`config.mk`:
```
export PLATFORM = sky130hd
export DESIGN_NAME = csf_status_reg
export DESIGN_NICKNAME = d
export VERILOG_FILES = /design/src/common/csf_pkg.sv /design/src/hdl/csf_status_reg.sv
export VERILOG_INCLUDE_DIRS = /design/src /design/src/common
export SDC_FILE = /design/constraint.sdc
export NUM_CORES = 1
export LEC_CHECK = 0
export ABC_AREA = 1
export BUFFER_PORTS_ARGS = -buffer_cell sky130_fd_sc_hd__buf_4
export CAP_MARGIN = 20
export CORE_MARGIN = 1
export CORE_UTILIZATION = 44
export DETAILED_ROUTE_END_ITERATION = 7
export GPL_TIMING_DRIVEN = 0
export PLACE_DENSITY_LB_ADDON = 0.3
export SLEW_MARGIN = 30
export SYNTH_ARGS = -nofsm -noshare
export SYNTH_HDL_FRONTEND = slang
export SYNTH_SLANG_ARGS = --single-unit
```
`constraint.sdc`:
```
create_clock -name mclk -period 1.65 [get_ports mclk]
set_clock_uncertainty 0.2 [all_clocks]
set_input_delay 0.33 -clock mclk [delete_from_list [all_inputs] [get_ports mclk]]
set_output_delay 0.33 -clock mclk [all_outputs]
set_load 0.005 [all_outputs]
```
`src/common/csf_params.svh`:
```
// register offsets, field positions and reset values of the status block
// assumes inclusion by the package and the design file only
`ifndef CSF_PARAMS_SVH
`define CSF_PARAMS_SVH
`define CSF_OFF_STATUS   4'h0
`define CSF_OFF_CORECTL  4'h4
`define CSF_OFF_INTCTL1  4'h8
`define CSF_OFF_ALUOP    4'hc
`define CSF_BIT_C        0
`define CSF_BIT_Z        1
`define CSF_BIT_OV       2
`define CSF_BIT_N        3
`define CSF_BIT_RA       4
`define CSF_BIT_IPL_LO   5
`define CSF_BIT_IPL_HI   7
`define CSF_BIT_SAB      9
`define CSF_BIT_SB       10
`define CSF_BIT_SA       11
`define CSF_BIT_IPL3     3
`define CSF_BIT_NESTING_DISABLE   15
`define CSF_IPL_BLOCK    3'h7
`define CSF_RST_STATUS   16'h0000
`define CSF_RST_WORD     32'h0000_0000
`define CSF_UNMAPPED     32'h0000_0000
`endif

```
`src/common/csf_pkg.sv`:
```
// types shared by the status flag register block
// assumes csf_params.svh is on the include path
package csf_pkg;
`include "csf_params.svh"
   typedef enum logic [1:0] {
      CSF_OP_ADD,
      CSF_OP_SUB,
      CSF_OP_LOGIC
   } csf_op_t;

   // one result reported by the execution unit
   typedef struct packed {
      logic        valid;
      csf_op_t     op;
      logic [15:0] a;
      logic [15:0] b;
      logic [15:0] res;
      logic        affN;
      logic        affOv;
      logic        affZ;
      logic        affC;
   } csf_alu_t;

   typedef struct packed {
      logic        c;
      logic        z;
      logic        ov;
      logic        n;
      logic        ra;
      logic [2:0]  ipl;
      logic        sa;
      logic        sb;
   } csf_flags_t;

   typedef enum logic {
      CSF_IDLE,
      CSF_DONE
   } csf_bus_st_t;
endpackage

```
`src/hdl/csf_status_reg.sv`:
```
// status flag register of the core with an avalon-mm slave port
// assumes one clock; the execution unit drives aluIn and loopActive
//
// Implementation choices: the address map and the Avalon-MM interface to the registers.
`timescale 1ns/1ps
`include "csf_params.svh"

module csf_status_reg
   import csf_pkg::*;
#(
   parameter int DataW = 16
) (
   input  wire logic        mclk,
   input  wire logic        rst,
   input  wire logic [3:0]  avsAddress,
   input  wire logic        avsRead,
   input  wire logic        avsWrite,
   input  wire logic [31:0] avsWritedata,
   input  wire logic [3:0]  avsByteenable,
   output logic      [31:0] avsReaddata,
   output logic             avsWaitrequest,
   input  wire csf_alu_t    aluIn,
   input  wire logic        loopActive,
   input  wire logic        clipSetA,
   input  wire logic        clipSetB,
   output logic      [15:0] cpuStatusReg,
   output logic      [3:0]  effPriority,
   output logic             userIntBlocked
);
   typedef struct packed {
      csf_flags_t  f;
      logic [15:0] coreCtl;
      logic [15:0] intCtl1;
      logic [2:0]  lastOp;
      csf_bus_st_t st;
      logic [31:0] rdata;
      logic        wait_;
      logic [15:0] status;
      logic [3:0]  prio;
      logic        blocked;
   } csf_state_t;

   csf_state_t s_r;
   csf_state_t s_nxt;

   function automatic logic [15:0] pack_status(input csf_flags_t f);
      logic [15:0] v;
      v = `CSF_RST_STATUS;
      v[`CSF_BIT_C] = f.c;
      v[`CSF_BIT_Z] = f.z;
      v[`CSF_BIT_OV] = f.ov;
      v[`CSF_BIT_N] = f.n;
      v[`CSF_BIT_RA] = f.ra;
      v[`CSF_BIT_IPL_HI:`CSF_BIT_IPL_LO] = f.ipl;
      v[`CSF_BIT_SA] = f.sa;
      v[`CSF_BIT_SB] = f.sb;
      v[`CSF_BIT_SAB] = f.sa | f.sb;
      return v;
   endfunction

   // byte-lane merge used for all three writable words
   function automatic logic [15:0] merge16(input logic [15:0] old,
                                           input logic [31:0] wd,
                                           input logic [3:0]  be);
      logic [15:0] v;
      v = old;
      if (be[0]) begin
         v[7:0] = wd[7:0];
      end
      if (be[1]) begin
         v[15:8] = wd[15:8];
      end
      return v;
   endfunction

   // add and subtract drive carry and wrap; logic ops keep the carry and clear the wrap
   function automatic logic op_is_arith(input csf_op_t op);
      logic y;
      case (op)
         CSF_OP_ADD: begin
            y = 1'b1;
         end
         CSF_OP_SUB: begin
            y = 1'b1;
         end
         default: begin
            y = 1'b0;
         end
      endcase
      return y;
   endfunction

   // carry out of the msb; a subtract reports no borrow as carry set
   function automatic logic carry_of(input csf_op_t     op,
                                     input logic [15:0] a,
                                     input logic [15:0] b);
      logic [16:0] sum;
      logic [16:0] dif;
      logic        c;
      sum = {1'b0, a} + {1'b0, b};
      dif = {1'b0, a} - {1'b0, b};
      if (op == CSF_OP_SUB) begin
         c = ~dif[DataW];
      end else begin
         c = sum[DataW];
      end
      return c;
   endfunction

   // signed wrap: the result sign left that of the first operand while
   // the operand signs agreed (add) or differed (subtract)
   function automatic logic wrap_of(input csf_op_t     op,
                                    input logic [15:0] a,
                                    input logic [15:0] b,
                                    input logic [15:0] r);
      logic sameSign;
      logic signMoved;
      logic w;
      sameSign = (a[DataW-1] == b[DataW-1]);
      signMoved = (r[DataW-1] != a[DataW-1]);
      case (op)
         CSF_OP_ADD: begin
            w = sameSign && signMoved;
         end
         CSF_OP_SUB: begin
            w = !sameSign && signMoved;
         end
         default: begin
            w = 1'b0;
         end
      endcase
      return w;
   endfunction

   // unmapped addresses read as zero and the upper half is always zero
   function automatic logic [31:0] read_word(input logic [3:0]  addr,
                                             input logic [15:0] st,
                                             input logic [15:0] core,
                                             input logic [15:0] ictl,
                                             input logic [2:0]  op);
      logic [31:0] v;
      case (addr)
         `CSF_OFF_STATUS: begin
            v = {16'h0000, st};
         end
         `CSF_OFF_CORECTL: begin
            v = {16'h0000, core};
         end
         `CSF_OFF_INTCTL1: begin
            v = {16'h0000, ictl};
         end
         `CSF_OFF_ALUOP: begin
            v = {29'h0, op};
         end
         default: begin
            v = `CSF_UNMAPPED;
         end
      endcase
      return v;
   endfunction

   // software write to the status word; clearing the combined clip flag
   // drops both accumulator flags at once
   function automatic csf_flags_t write_status(input csf_flags_t  f,
                                               input logic [15:0] word,
                                               input logic [3:0]  be,
                                               input logic        lock);
      csf_flags_t v;
      logic       dropBoth;
      v = f;
      dropBoth = !word[`CSF_BIT_SAB] && (f.sa || f.sb);
      if (be[0]) begin
         v.c = word[`CSF_BIT_C];
         v.z = word[`CSF_BIT_Z];
         v.ov = word[`CSF_BIT_OV];
         v.n = word[`CSF_BIT_N];
         if (!lock) begin
            v.ipl = word[`CSF_BIT_IPL_HI:`CSF_BIT_IPL_LO];
         end
      end
      if (be[1]) begin
         if (dropBoth) begin
            v.sa = 1'b0;
            v.sb = 1'b0;
         end else begin
            v.sa = word[`CSF_BIT_SA];
            v.sb = word[`CSF_BIT_SB];
         end
      end
      return v;
   endfunction

   logic        wrHit;
   logic        rdHit;
   logic [15:0] wv;
   logic [15:0] stNow;

   always_comb begin
      s_nxt = s_r;
      wrHit = 1'b0;
      rdHit = 1'b0;
      wv = 16'h0000;
      stNow = pack_status(s_r.f);

      s_nxt.f.ra = loopActive;
      // arithmetic flags change only when the op affects them
      if (aluIn.valid) begin
         if (aluIn.affN) begin
            s_nxt.f.n = aluIn.res[DataW-1];
         end
         if (aluIn.affZ) begin
            s_nxt.f.z = (aluIn.res == 16'h0000);
         end
         // logic ops keep the carry; wrap_of clears the wrap flag for them
         if (aluIn.affC && op_is_arith(aluIn.op)) begin
            s_nxt.f.c = carry_of(aluIn.op, aluIn.a, aluIn.b);
         end
         if (aluIn.affOv) begin
            s_nxt.f.ov = wrap_of(aluIn.op, aluIn.a, aluIn.b,
                                 aluIn.res);
         end
      end

      // bus: one wait cycle; read data is latched at the edge that first sees the request,
      // a write lands at the edge where the master sees waitrequest low
      case (s_r.st)
         CSF_IDLE: begin
            s_nxt.wait_ = 1'b1;
            if (avsRead || avsWrite) begin
               s_nxt.st = CSF_DONE;
               s_nxt.wait_ = 1'b0;
               rdHit = avsRead;
            end
         end
         CSF_DONE: begin
            s_nxt.st = CSF_IDLE;
            s_nxt.wait_ = 1'b1;
            wrHit = avsWrite;
         end
         default: begin
            s_nxt.st = CSF_IDLE;
            s_nxt.wait_ = 1'b1;
         end
      endcase

      if (rdHit) begin
         s_nxt.rdata = read_word(avsAddress, stNow, s_r.coreCtl,
                                 s_r.intCtl1, s_r.lastOp);
      end

      // a software write lands after the alu and loop updates of this cycle
      if (wrHit) begin
         case (avsAddress)
            `CSF_OFF_STATUS: begin
               wv = merge16(stNow, avsWritedata, avsByteenable);
               s_nxt.f = write_status(s_nxt.f, wv, avsByteenable,
                                      s_r.intCtl1[`CSF_BIT_NESTING_DISABLE]);
            end
            `CSF_OFF_CORECTL: begin
               s_nxt.coreCtl = merge16(s_r.coreCtl, avsWritedata,
                                       avsByteenable);
            end
            `CSF_OFF_INTCTL1: begin
               s_nxt.intCtl1 = merge16(s_r.intCtl1, avsWritedata,
                                       avsByteenable);
            end
            default: begin
               s_nxt.lastOp = s_r.lastOp;
            end
         endcase
      end

      // hardware saturation events win over a clearing write
      if (clipSetA) begin
         s_nxt.f.sa = 1'b1;
      end
      if (clipSetB) begin
         s_nxt.f.sb = 1'b1;
      end
      if (aluIn.valid) begin
         s_nxt.lastOp = {1'b1, aluIn.op};
      end

      s_nxt.status = pack_status(s_nxt.f);
      s_nxt.prio = {s_nxt.coreCtl[`CSF_BIT_IPL3], s_nxt.f.ipl};
      s_nxt.blocked = (s_nxt.f.ipl == `CSF_IPL_BLOCK);
   end

   always_ff @(posedge mclk) begin
      if (rst) begin
         s_r <= '0;
         s_r.wait_ <= 1'b1;
         s_r.st <= CSF_IDLE;
      end else begin
         s_r <= s_nxt;
      end
   end

   assign avsReaddata = s_r.rdata;
   assign avsWaitrequest = s_r.wait_;
   assign cpuStatusReg = s_r.status;
   assign effPriority = s_r.prio;
   assign userIntBlocked = s_r.blocked;
endmodule

```
# After elaboration in Yosys (flattened, before gate mapping)
# Cells that the tools add are included.
[word_totals]
register_bits = 100
input_bits = 102
elab_cells = 86
[classes]
add_sub_neg = 2
n_eq_ne = 7
muxes = 36
bitwise = 4
n_reduce_logical = 16
[op_table]
columns = ["op", "count"]
rows = [
  ["$pmux 16 s4", 1],
  ["$mux 45", 1],
  ["$mux 16", 2],
  ["$mux 8", 4],
  ["$mux 4", 5],
  ["$add 16x16->17", 1],
  ["$sub 16x16->17", 1],
  ["$logic_not 16->1", 1],
  ["$mux 1", 14],
  ["$reduce_and 3->1", 4],
  ["$mux 10", 1],
  ["$mux 3", 3],
  ["$eq 4x4->1 const B", 2],
  ["$pmux 1 s2", 3],
  ["$eq 4x3->1 const B", 1],
  ["$logic_and 1x1->1", 4],
  ["$logic_not 4->1", 1],
  ["$mux 2", 2],
  ["$eq 3x3->1 const B", 1],
  ["$eq 2x1->1 const B", 1],
  ["$logic_not 1->1", 2],
  ["$logic_not 2->1", 1],
  ["$logic_or 1x1->1", 2],
  ["$not 1->1", 2],
  ["other kinds (4)", 5],
]

# Depth between registers and ports, before layout
# Gate-level depths: netlist of the first run.
[logic_depth]
ltp_word = 12
ltp_mapped = 13
mapped_depth_nobuf = 13

# Worst setup path after synthesis of the first run
# OpenSTA, ideal clock, no wires.
[synth_path]
path_type = "input port to flip-flop"
from = "in aluIn[31] (netlist bit)"
to = "reg s_r (netlist bit cpuStatusReg[0])"
setup_time_ps = 70
t_arrival_ps = 1413
t_required_ps = 1380
slack_ps = -32
stages = 8
n_path_buf = 0
cell_sequence = "inv_1 ha_1 or2_2 o21ai_0 a21oi_1 nand2_1 nand3_1 a21oi_1"
[synth_between]
elab_chain_cells = 8
word_cells_on_any_way = 9
classes_between = "add/sub: 2; mux: 6; bitwise: 1"
[synth_rtl]
columns = ["item", "line_no", "text"]
rows = [
  ["start, declared", "csf_status_reg.sv:22", "input wire csf_alu_t aluIn,"],
  ["$sub 16x16->17", "csf_status_reg.sv:101", "dif = {1'b0, a} - {1'b0, b};"],
  ["$not 1->1", "csf_status_reg.sv:103", "c = ~dif[DataW];"],
  ["$mux 1 (*)", "csf_status_reg.sv:102", "if (op == CSF_OP_SUB) begin"],
  ["$mux 1 (*)", "csf_status_reg.sv:215", "if (aluIn.affC && op_is_arith(aluIn.op)) begin"],
  ["$mux 4 (*)", "csf_status_reg.sv:207", "if (aluIn.valid) begin"],
  ["$mux 4", "csf_status_reg.sv:172", "if (be[0]) begin"],
  ["$mux 10", "csf_status_reg.sv:253", "case (avsAddress)"],
  ["$mux 45 (*)", "csf_status_reg.sv:252", "if (wrHit) begin"],
  ["end signal, assigned", "csf_status_reg.sv:295", "s_r <= s_nxt;"],
  ["end, declared", "csf_status_reg.sv:43", "csf_state_t s_r;"],
]
# Mark *: on every way between the ends. The rest lies on a longest branch, timed or not. The select of a mux whose other input is x is not followed.
# A chain may end at the register's enable or synchronous reset.

# Worst setup path after layout of the first run
[layout_path]
from = "reg s_r[54] (netlist bit)"
to = "reg s_r (netlist bit userIntBlocked)"
[layout_between]
elab_chain_cells = 3
[layout_rtl]
columns = ["item", "line_no", "text"]
rows = [
  ["$mux 1", "csf_status_reg.sv:226", "case (s_r.st)"],
  ["$mux 45", "csf_status_reg.sv:252", ""],
  ["$eq 3x3->1 (no source line)", "n/a", ""],
]
# No other way between the ends. The select of a mux whose other input is x is not followed.

==> flow_summary.yaml, run 1 <==
detailed_routing:
  ant_nets: 0
  wirelength_um: 9470
  drc: 0
  wl_per_cell_um: 11.8
  drt-initial-drc-count: 129
  viasPerCell: 4.74
  firstDrtPassIters: 4
  vias: 3794
clock_network:
  cts_buffers: 9
  clk_pin_slew_ns: 0.07
  htreeDepth: 3
  cts_tree: "yes"
  clock_latency_ns: 0.34
  cts_root_buffer: "clkbuf_8"
  cts_buffer_depth: 2
  clock-sinks: 65
final_layout:
  synthToLayoutAreaGrowth_pct: 34.6
  drive_gt1_frac: 0.322
  layout_commonest_cell: "buf_4"
  finalNonFillerCells: 801
  final.fill_count: 742
  design_area_um2: 5220
  n_antenna_cell: 0
  fin_nets: 824
  mostFrequentLayoutCells: "168 x buf_4, 92 x nand2_1, 64 x dfxtp_1, 61 x inv_1, 58 x nor2_1"
  final_core_util: 0.623
die:
  fp.dieH_um: 95.9
  rows: 33
  start_util: 0.463
  chipWidth_um: 95.9
  fp.dieArea_um2: 9200
  ioPinCount: 156
  core_um2: 8380
sta:
  fmax_mhz: 638
  maxSlewHeadroom: 0.659
  holdWs_ns: 0.0159
  worst_pin_slew_ns: 0.511
  timing.final.ws_setup_ns: 0.0834
  fin_tns_setup_ns: 0
  rsz0062_at_grt: "no"
  hold_violations: 0
  slew_violations: 0
  fin_crit_ns: 1.57
  finalCritPeriodShare: 0.949
  setup_viol: 0
place:
  postPlaceCellArea_um2: 4960
  place_hpwl_um: 7650
  dp.cells: 785
  port_buffers: 114
  place_ws_ns: -0.363
  place_congestion: 0.837
power:
  peakVddDrop_mv: 0.427
  leakagePower_nw: 2.60
  p_total_mw: 3.45
  powerDensity_nw_per_um2: 661
min_path:
  hold_start: "clipSetA"
  hold_class: "in -> reg"
grt:
  grt_remaining_overflow: 0
  grt_max_degree: 15
  antenna_found_initial: 0
  grt_util_all_layers: 0.219
  grt_pass1_vias: 3631
  grt_pass1_wl_um: 15500
worst_setup_path:
  r2r-start: "s_r[54]$_SDFF_PP0_"
  cp-startpoint: "s_r[54]$_SDFF_PP0_"
  cp-start-kind: "flop"
  rr_endpoint: "userIntBlocked$_SDFF_PP0_"
  cp.arrival_ns: 1.59
  critical_path_required_ns: 1.68
  endpoint: "userIntBlocked$_SDFF_PP0_"
  reg2reg_depth: 10
  crit_fanout: 7
  criticalPathCategory: "reg -> reg"
  ff2ff_setup_slack_ns: 0.08
  endpoint_kind: "flop"
yosys:
  yosysWarnings: 0
  syn_area_um2: 3880
  yosys_register_bits: 65
  synth-seq-area-share: 0.335
  synth_edf_count: 0
  netlist-cell-type-count: 38
  async_reset_ff_frac: 0
  synth_ff_type: "dfxtp_1"
  syn_inst: 546
  syn_area_per_cell_um2: 7.11
job:
  maxCapViolations: 0
status:
  status: "finished clean"
==> cell type report <==
| type | count | area (um^2) | share of cell area |
|---|---|---|---|
| clock inverters | 4 | 45.0 | 0.00862 |
| clock buffers | 11 | 131 | 0.0252 |
| plain buffers | 65 | 450 | 0.0862 |
| repair buffers | 116 | 873 | 0.167 |
| multi-input cells | 362 | 2010 | 0.385 |
| well taps | 105 | 131 | 0.0252 |
| inverters | 73 | 277 | 0.0529 |
| flip-flops and latches | 65 | 1300 | 0.249 |
==> per-layer routing <==
layer  track usage  vias to the layer above  wire length (um)
li1              -                     1971                 -
met1         0.247                     1664              3920
met2         0.396                      141              4730
met3        0.0474                       18               593
met4        0.0933                        0               227
met5             0                        -                 0
==> worst max-delay path, stage by stage (launching register included) <==
cell,delay (ns)
dfxtp_2,0.32
nand2_1,0.06
inv_2,0.10
nand2_4,0.08
nor2_4,0.16
inv_4,0.08
nor2_8,0.12
inv_2,0.05
nor2_2,0.09
nor2_2,0.05
nor3b_2,0.14
==> worst min-delay path by stage <==
stage / to / depth (start not counted) / slack (ns)
global route: cpuStatusReg[10]$_SDFF_PP0_ / 3 / 0.02
global placement: s_r[88]$_SDFFE_PP0P_ / 2 / 0.24
finish: s_r[91]$_SDFF_PP0_ / 3 / 0.02
detailed placement: s_r[75]$_SDFFE_PP0P_ / 2 / 0.24
floorplan: s_r[74]$_SDFFE_PP0P_ / 2 / 0.23
CTS: s_r[91]$_SDFF_PP0_ / 3 / 0.009
==> cell families (layout without fill, tap and decap cells) <==
kind of cell	count (synthesis)	after routing	synth area share
simple gates	195	195	0.218
buf+inv	139	269	0.187
compound gates	114	114	0.157
flops	65	65	0.335
fa+ha+maj	30	30	0.0967
xor+xnor	2	2	0.00451
other cells	1	21	0.000966
==> cell usage after synthesis, types with 2 or more instances <==
cell      instances  area, um^2
clkbuf_1         10        37.5
o21ai_0          36         180
o211ai_1          3        22.5
a21oi_1          48         240
nor4_1            5        31.3
o21ai_1          14        70.1
nor2_1           62         233
a311oi_1          2        17.5
o22ai_1           4        25.0
buf_4            53         398
nor2_2            4        25.0
nor2_4            2        22.5
buf_2             3        15.0
inv_2             8        30.0
or2_2             2        12.5
nor3_1            4        20.0
ha_1             30         375
inv_1            64         240
nand2_1          95         357
dfxtp_1          65        1300
o21bai_1          2        15.0
nand3_1          12        60.1
nand4_1           3        18.8
==> power by group <==
group          internal (mW)  switching [mW]
Sequential              1.59          0.0120
Combinational          0.300           0.298
Clock                  0.682           0.568
Total                   2.58           0.878
==> state kept, by name, indices dropped and copies added (netlist names) <==
signal / cells
avsWaitrequest: 1
userIntBlocked: 1
avsReaddata: 16
cpuStatusReg: 8
s_r: 39
==> repair_timing <==
action                                  CTS  global route
endpoints found under the hold margin     1             0
hold buffers                              1             0
endpoints found under the setup margin   24            48
pin swaps                                 0             2
gates resized for setup                   5            18
setup buffers                             0             1
No activity file was read; power rests on OpenSTA's default activity.
==> inputs of run 2 (changes only) <==
--- a/config.mk
+++ b/config.mk
@@ -10,7 +10,7 @@
 export BUFFER_PORTS_ARGS = -buffer_cell sky130_fd_sc_hd__buf_4
 export CAP_MARGIN = 20
 export CORE_MARGIN = 1
-export CORE_UTILIZATION = 44
+export CORE_UTILIZATION = 49
 export DETAILED_ROUTE_END_ITERATION = 7
 export GPL_TIMING_DRIVEN = 0
 export PLACE_DENSITY_LB_ADDON = 0.3
==> constraint.sdc (replaced) <==
create_clock -name mclk -period 1.6 [get_ports mclk]
set_clock_uncertainty 0.2 [all_clocks]
set_input_delay 0.32 -clock mclk [delete_from_list [all_inputs] [get_ports mclk]]
set_output_delay 0.32 -clock mclk [all_outputs]
set_load 0.005 [all_outputs]
==> run 2 against run 1 <==
Routed wire length is 4.8% higher. Non-clock buffer count is 2 higher. Design area hardly changed. Via count is 3.3% higher. Count of clock-buffer cells in the layout is 1 higher. Sequential cell count stayed put. Core utilization is 5.7 points higher. Largest cell class unchanged. Critical endpoint is now cpuStatusReg[10]$_SDFF_PP0_. Global-route usage is 2.3 points higher. Setup slack worse by 0.068 ns. First-iteration DRC count is 41% higher. Die area is 10% lower. Power is 1.0% lower.
==> flow_summary.yaml, run 2 (synthesized netlist as in run 1, its figures left out) <==
detailed_routing:
  wirelength_um: 9920
  vias: 3921
  drc: 0
  firstDrtPassIters: 5
  viasPerCell: 4.90
  ant_nets: 0
  wl_per_cell_um: 12.4
  drt-initial-drc-count: 182
final_layout:
  synthToLayoutAreaGrowth_pct: 34.7
  mostFrequentLayoutCells: "168 x buf_4, 91 x nand2_1, 64 x dfxtp_1, 62 x inv_1, 58 x nor2_1"
  fin_nets: 826
  drive_gt1_frac: 0.325
  layout_commonest_cell: "buf_4"
  regMostFlops: "s_r"
  largest_reg_flops: 39
  n_antenna_cell: 0
die:
  fp.dieH_um: 91
  fp.dieArea_um2: 8280
  chipWidth_um: 91
  rows: 32
  core_um2: 7690
  start_util: 0.505
  ioPinCount: 156
place:
  port_buffers: 114
  place_hpwl_um: 7840
  place_congestion: 0.845
power:
  p_clk_frac: 0.335
  p_sw_frac: 0.267
  switchingPower_mw: 0.912
  leakagePower_nw: 2.61
  powerDensity_nw_per_um2: 654
  combPwrFrac: 0.181
  p_seq_frac: 0.484
  p_int_mw: 2.51
  peakVddDrop_mv: 0.389
  p_total_mw: 3.42
min_path:
  whs_endpoint: "s_r[91]$_SDFF_PP0_"
  hold_class: "in -> reg"
  hold_start: "clipSetA"
  holdPathStages: 3
worst_setup_path:
  endpoint_kind: "flop"
  criticalPathCategory: "reg -> reg"
  cp.arrival_ns: 1.58
  reg2reg_depth: 7
  crit_fanout: 4
  cp-startpoint: "s_r[54]$_SDFF_PP0_"
  r2r-start: "s_r[54]$_SDFF_PP0_"
  rr_endpoint: "cpuStatusReg[10]$_SDFF_PP0_"
  ff2ff_setup_slack_ns: 0.01
  critical_path_required_ns: 1.60
  cp-start-kind: "flop"
sta:
  rsz0062_at_grt: "yes"
  finalCritPeriodShare: 0.991
  fmax_mhz: 631
  maxSlewHeadroom: 0.628
  fin_tns_setup_ns: 0
  worst_pin_slew_ns: 0.558
  fin_crit_ns: 1.59
  hold_violations: 0
  slew_violations: 0
  setup_viol: 0
clock_network:
  cts_root_buffer: "clkbuf_8"
  cts_buffers: 9
  clk_pin_slew_ns: 0.07
  clock_latency_ns: 0.34
  htreeDepth: 3
  clock-sinks: 65
  cts_tree: "yes"
  cts_buffer_depth: 2
grt:
  grt_pass1_vias: 3651
  antenna_found_initial: 0
  grt_pass1_wl_um: 16000
  grt_max_degree: 15
  grt_util_all_layers: 0.242
  grt_remaining_overflow: 0
status:
  status: "finished clean"
job:
  maxCapViolations: 0
[run 2: changes by cell type in the layout (fill, tap and decap cells not counted), sizes merged]
cell and change:
buf -1, clkbuf +2, bufinv -1, dlygate4sd3 +2
clkinv +1
[run 2: power by group through the flow]
stage / Clock [mW] / Combinational, mW / Sequential [mW]
CTS: 1.16 / 0.602 / 1.66
global route: 1.24 / 0.688 / 1.66
finish: 1.14 / 0.619 / 1.66
floorplan: 0 / 0.314 / 1.69
detailed placement: 0 / 0.589 / 1.69
global placement: 0 / 0.571 / 1.69
[run 2: layout make-up]
type                       instances  area [um^2]
buffer                            65          457
timing repair buffer             118          893
inverter                          73          277
sequential                        65         1300
clock inverter                     4         20.0
clock buffer                      12          135
fill                             669         2460
tap                              102          128
multi-input combinational        362         2010
[run 2: layer usage]
layer	global-route usage	up-vias	share of wire
met5	0	-	0
met4	0.0847	0	0.020
met3	0.0670	15	0.078
met2	0.448	156	0.51
met1	0.262	1768	0.39
li1	-	1982	-
[run 2: worst max path at each step]
stage                             endpoint  slack, ns  cells past startpoint
4_1_cts         cpuStatusReg[9]$_SDFF_PP0_       0.02                      7
5_1_grt        cpuStatusReg[10]$_SDFF_PP0_      -0.09                      7
2_1_floorplan   cpuStatusReg[0]$_SDFF_PP0_      0.008                      8
3_3_place_gp          s_r[55]$_SDFFE_PP0P_      -0.31                      6
3_5_place_dp          s_r[59]$_SDFFE_PP0P_      -0.32                      7
6_report       cpuStatusReg[10]$_SDFF_PP0_       0.01                      7
[run 2: critical path: stages, from the launching register on]
cell and delay, ns:
dfxtp_2 0.32, nand2_1 0.05, inv_2 0.09, nand2_2 0.12, nor2_4 0.14, nor2_1 0.05, a311oi_1 0.35, nor2_1 0.11
[run 2: repair_timing]
item,in CTS,in global routing
endpoints found under the setup margin,27,47
resized for setup,8,23
pin swaps,1,3
setup buffers,1,0
hold buffers,3,0
hold endpoints to repair,3,0
[run 2: stage by stage]
step / util / hold WS, ns / std cells / area (um^2) / setup slack (ns)
after floorplan: - / 0.227 / 566 / 3970 / 0.00781
after global placement: 0.645 / 0.238 / 782 / 4960 / -0.313
after detailed placement: 0.645 / 0.245 / 782 / 4960 / -0.318
after CTS: 0.673 / 0.00304 / 801 / 5170 / 0.0160
after global routing: 0.680 / 0.0131 / 801 / 5230 / -0.0913
final: 0.680 / 0.00719 / 801 / 5230 / 0.0150
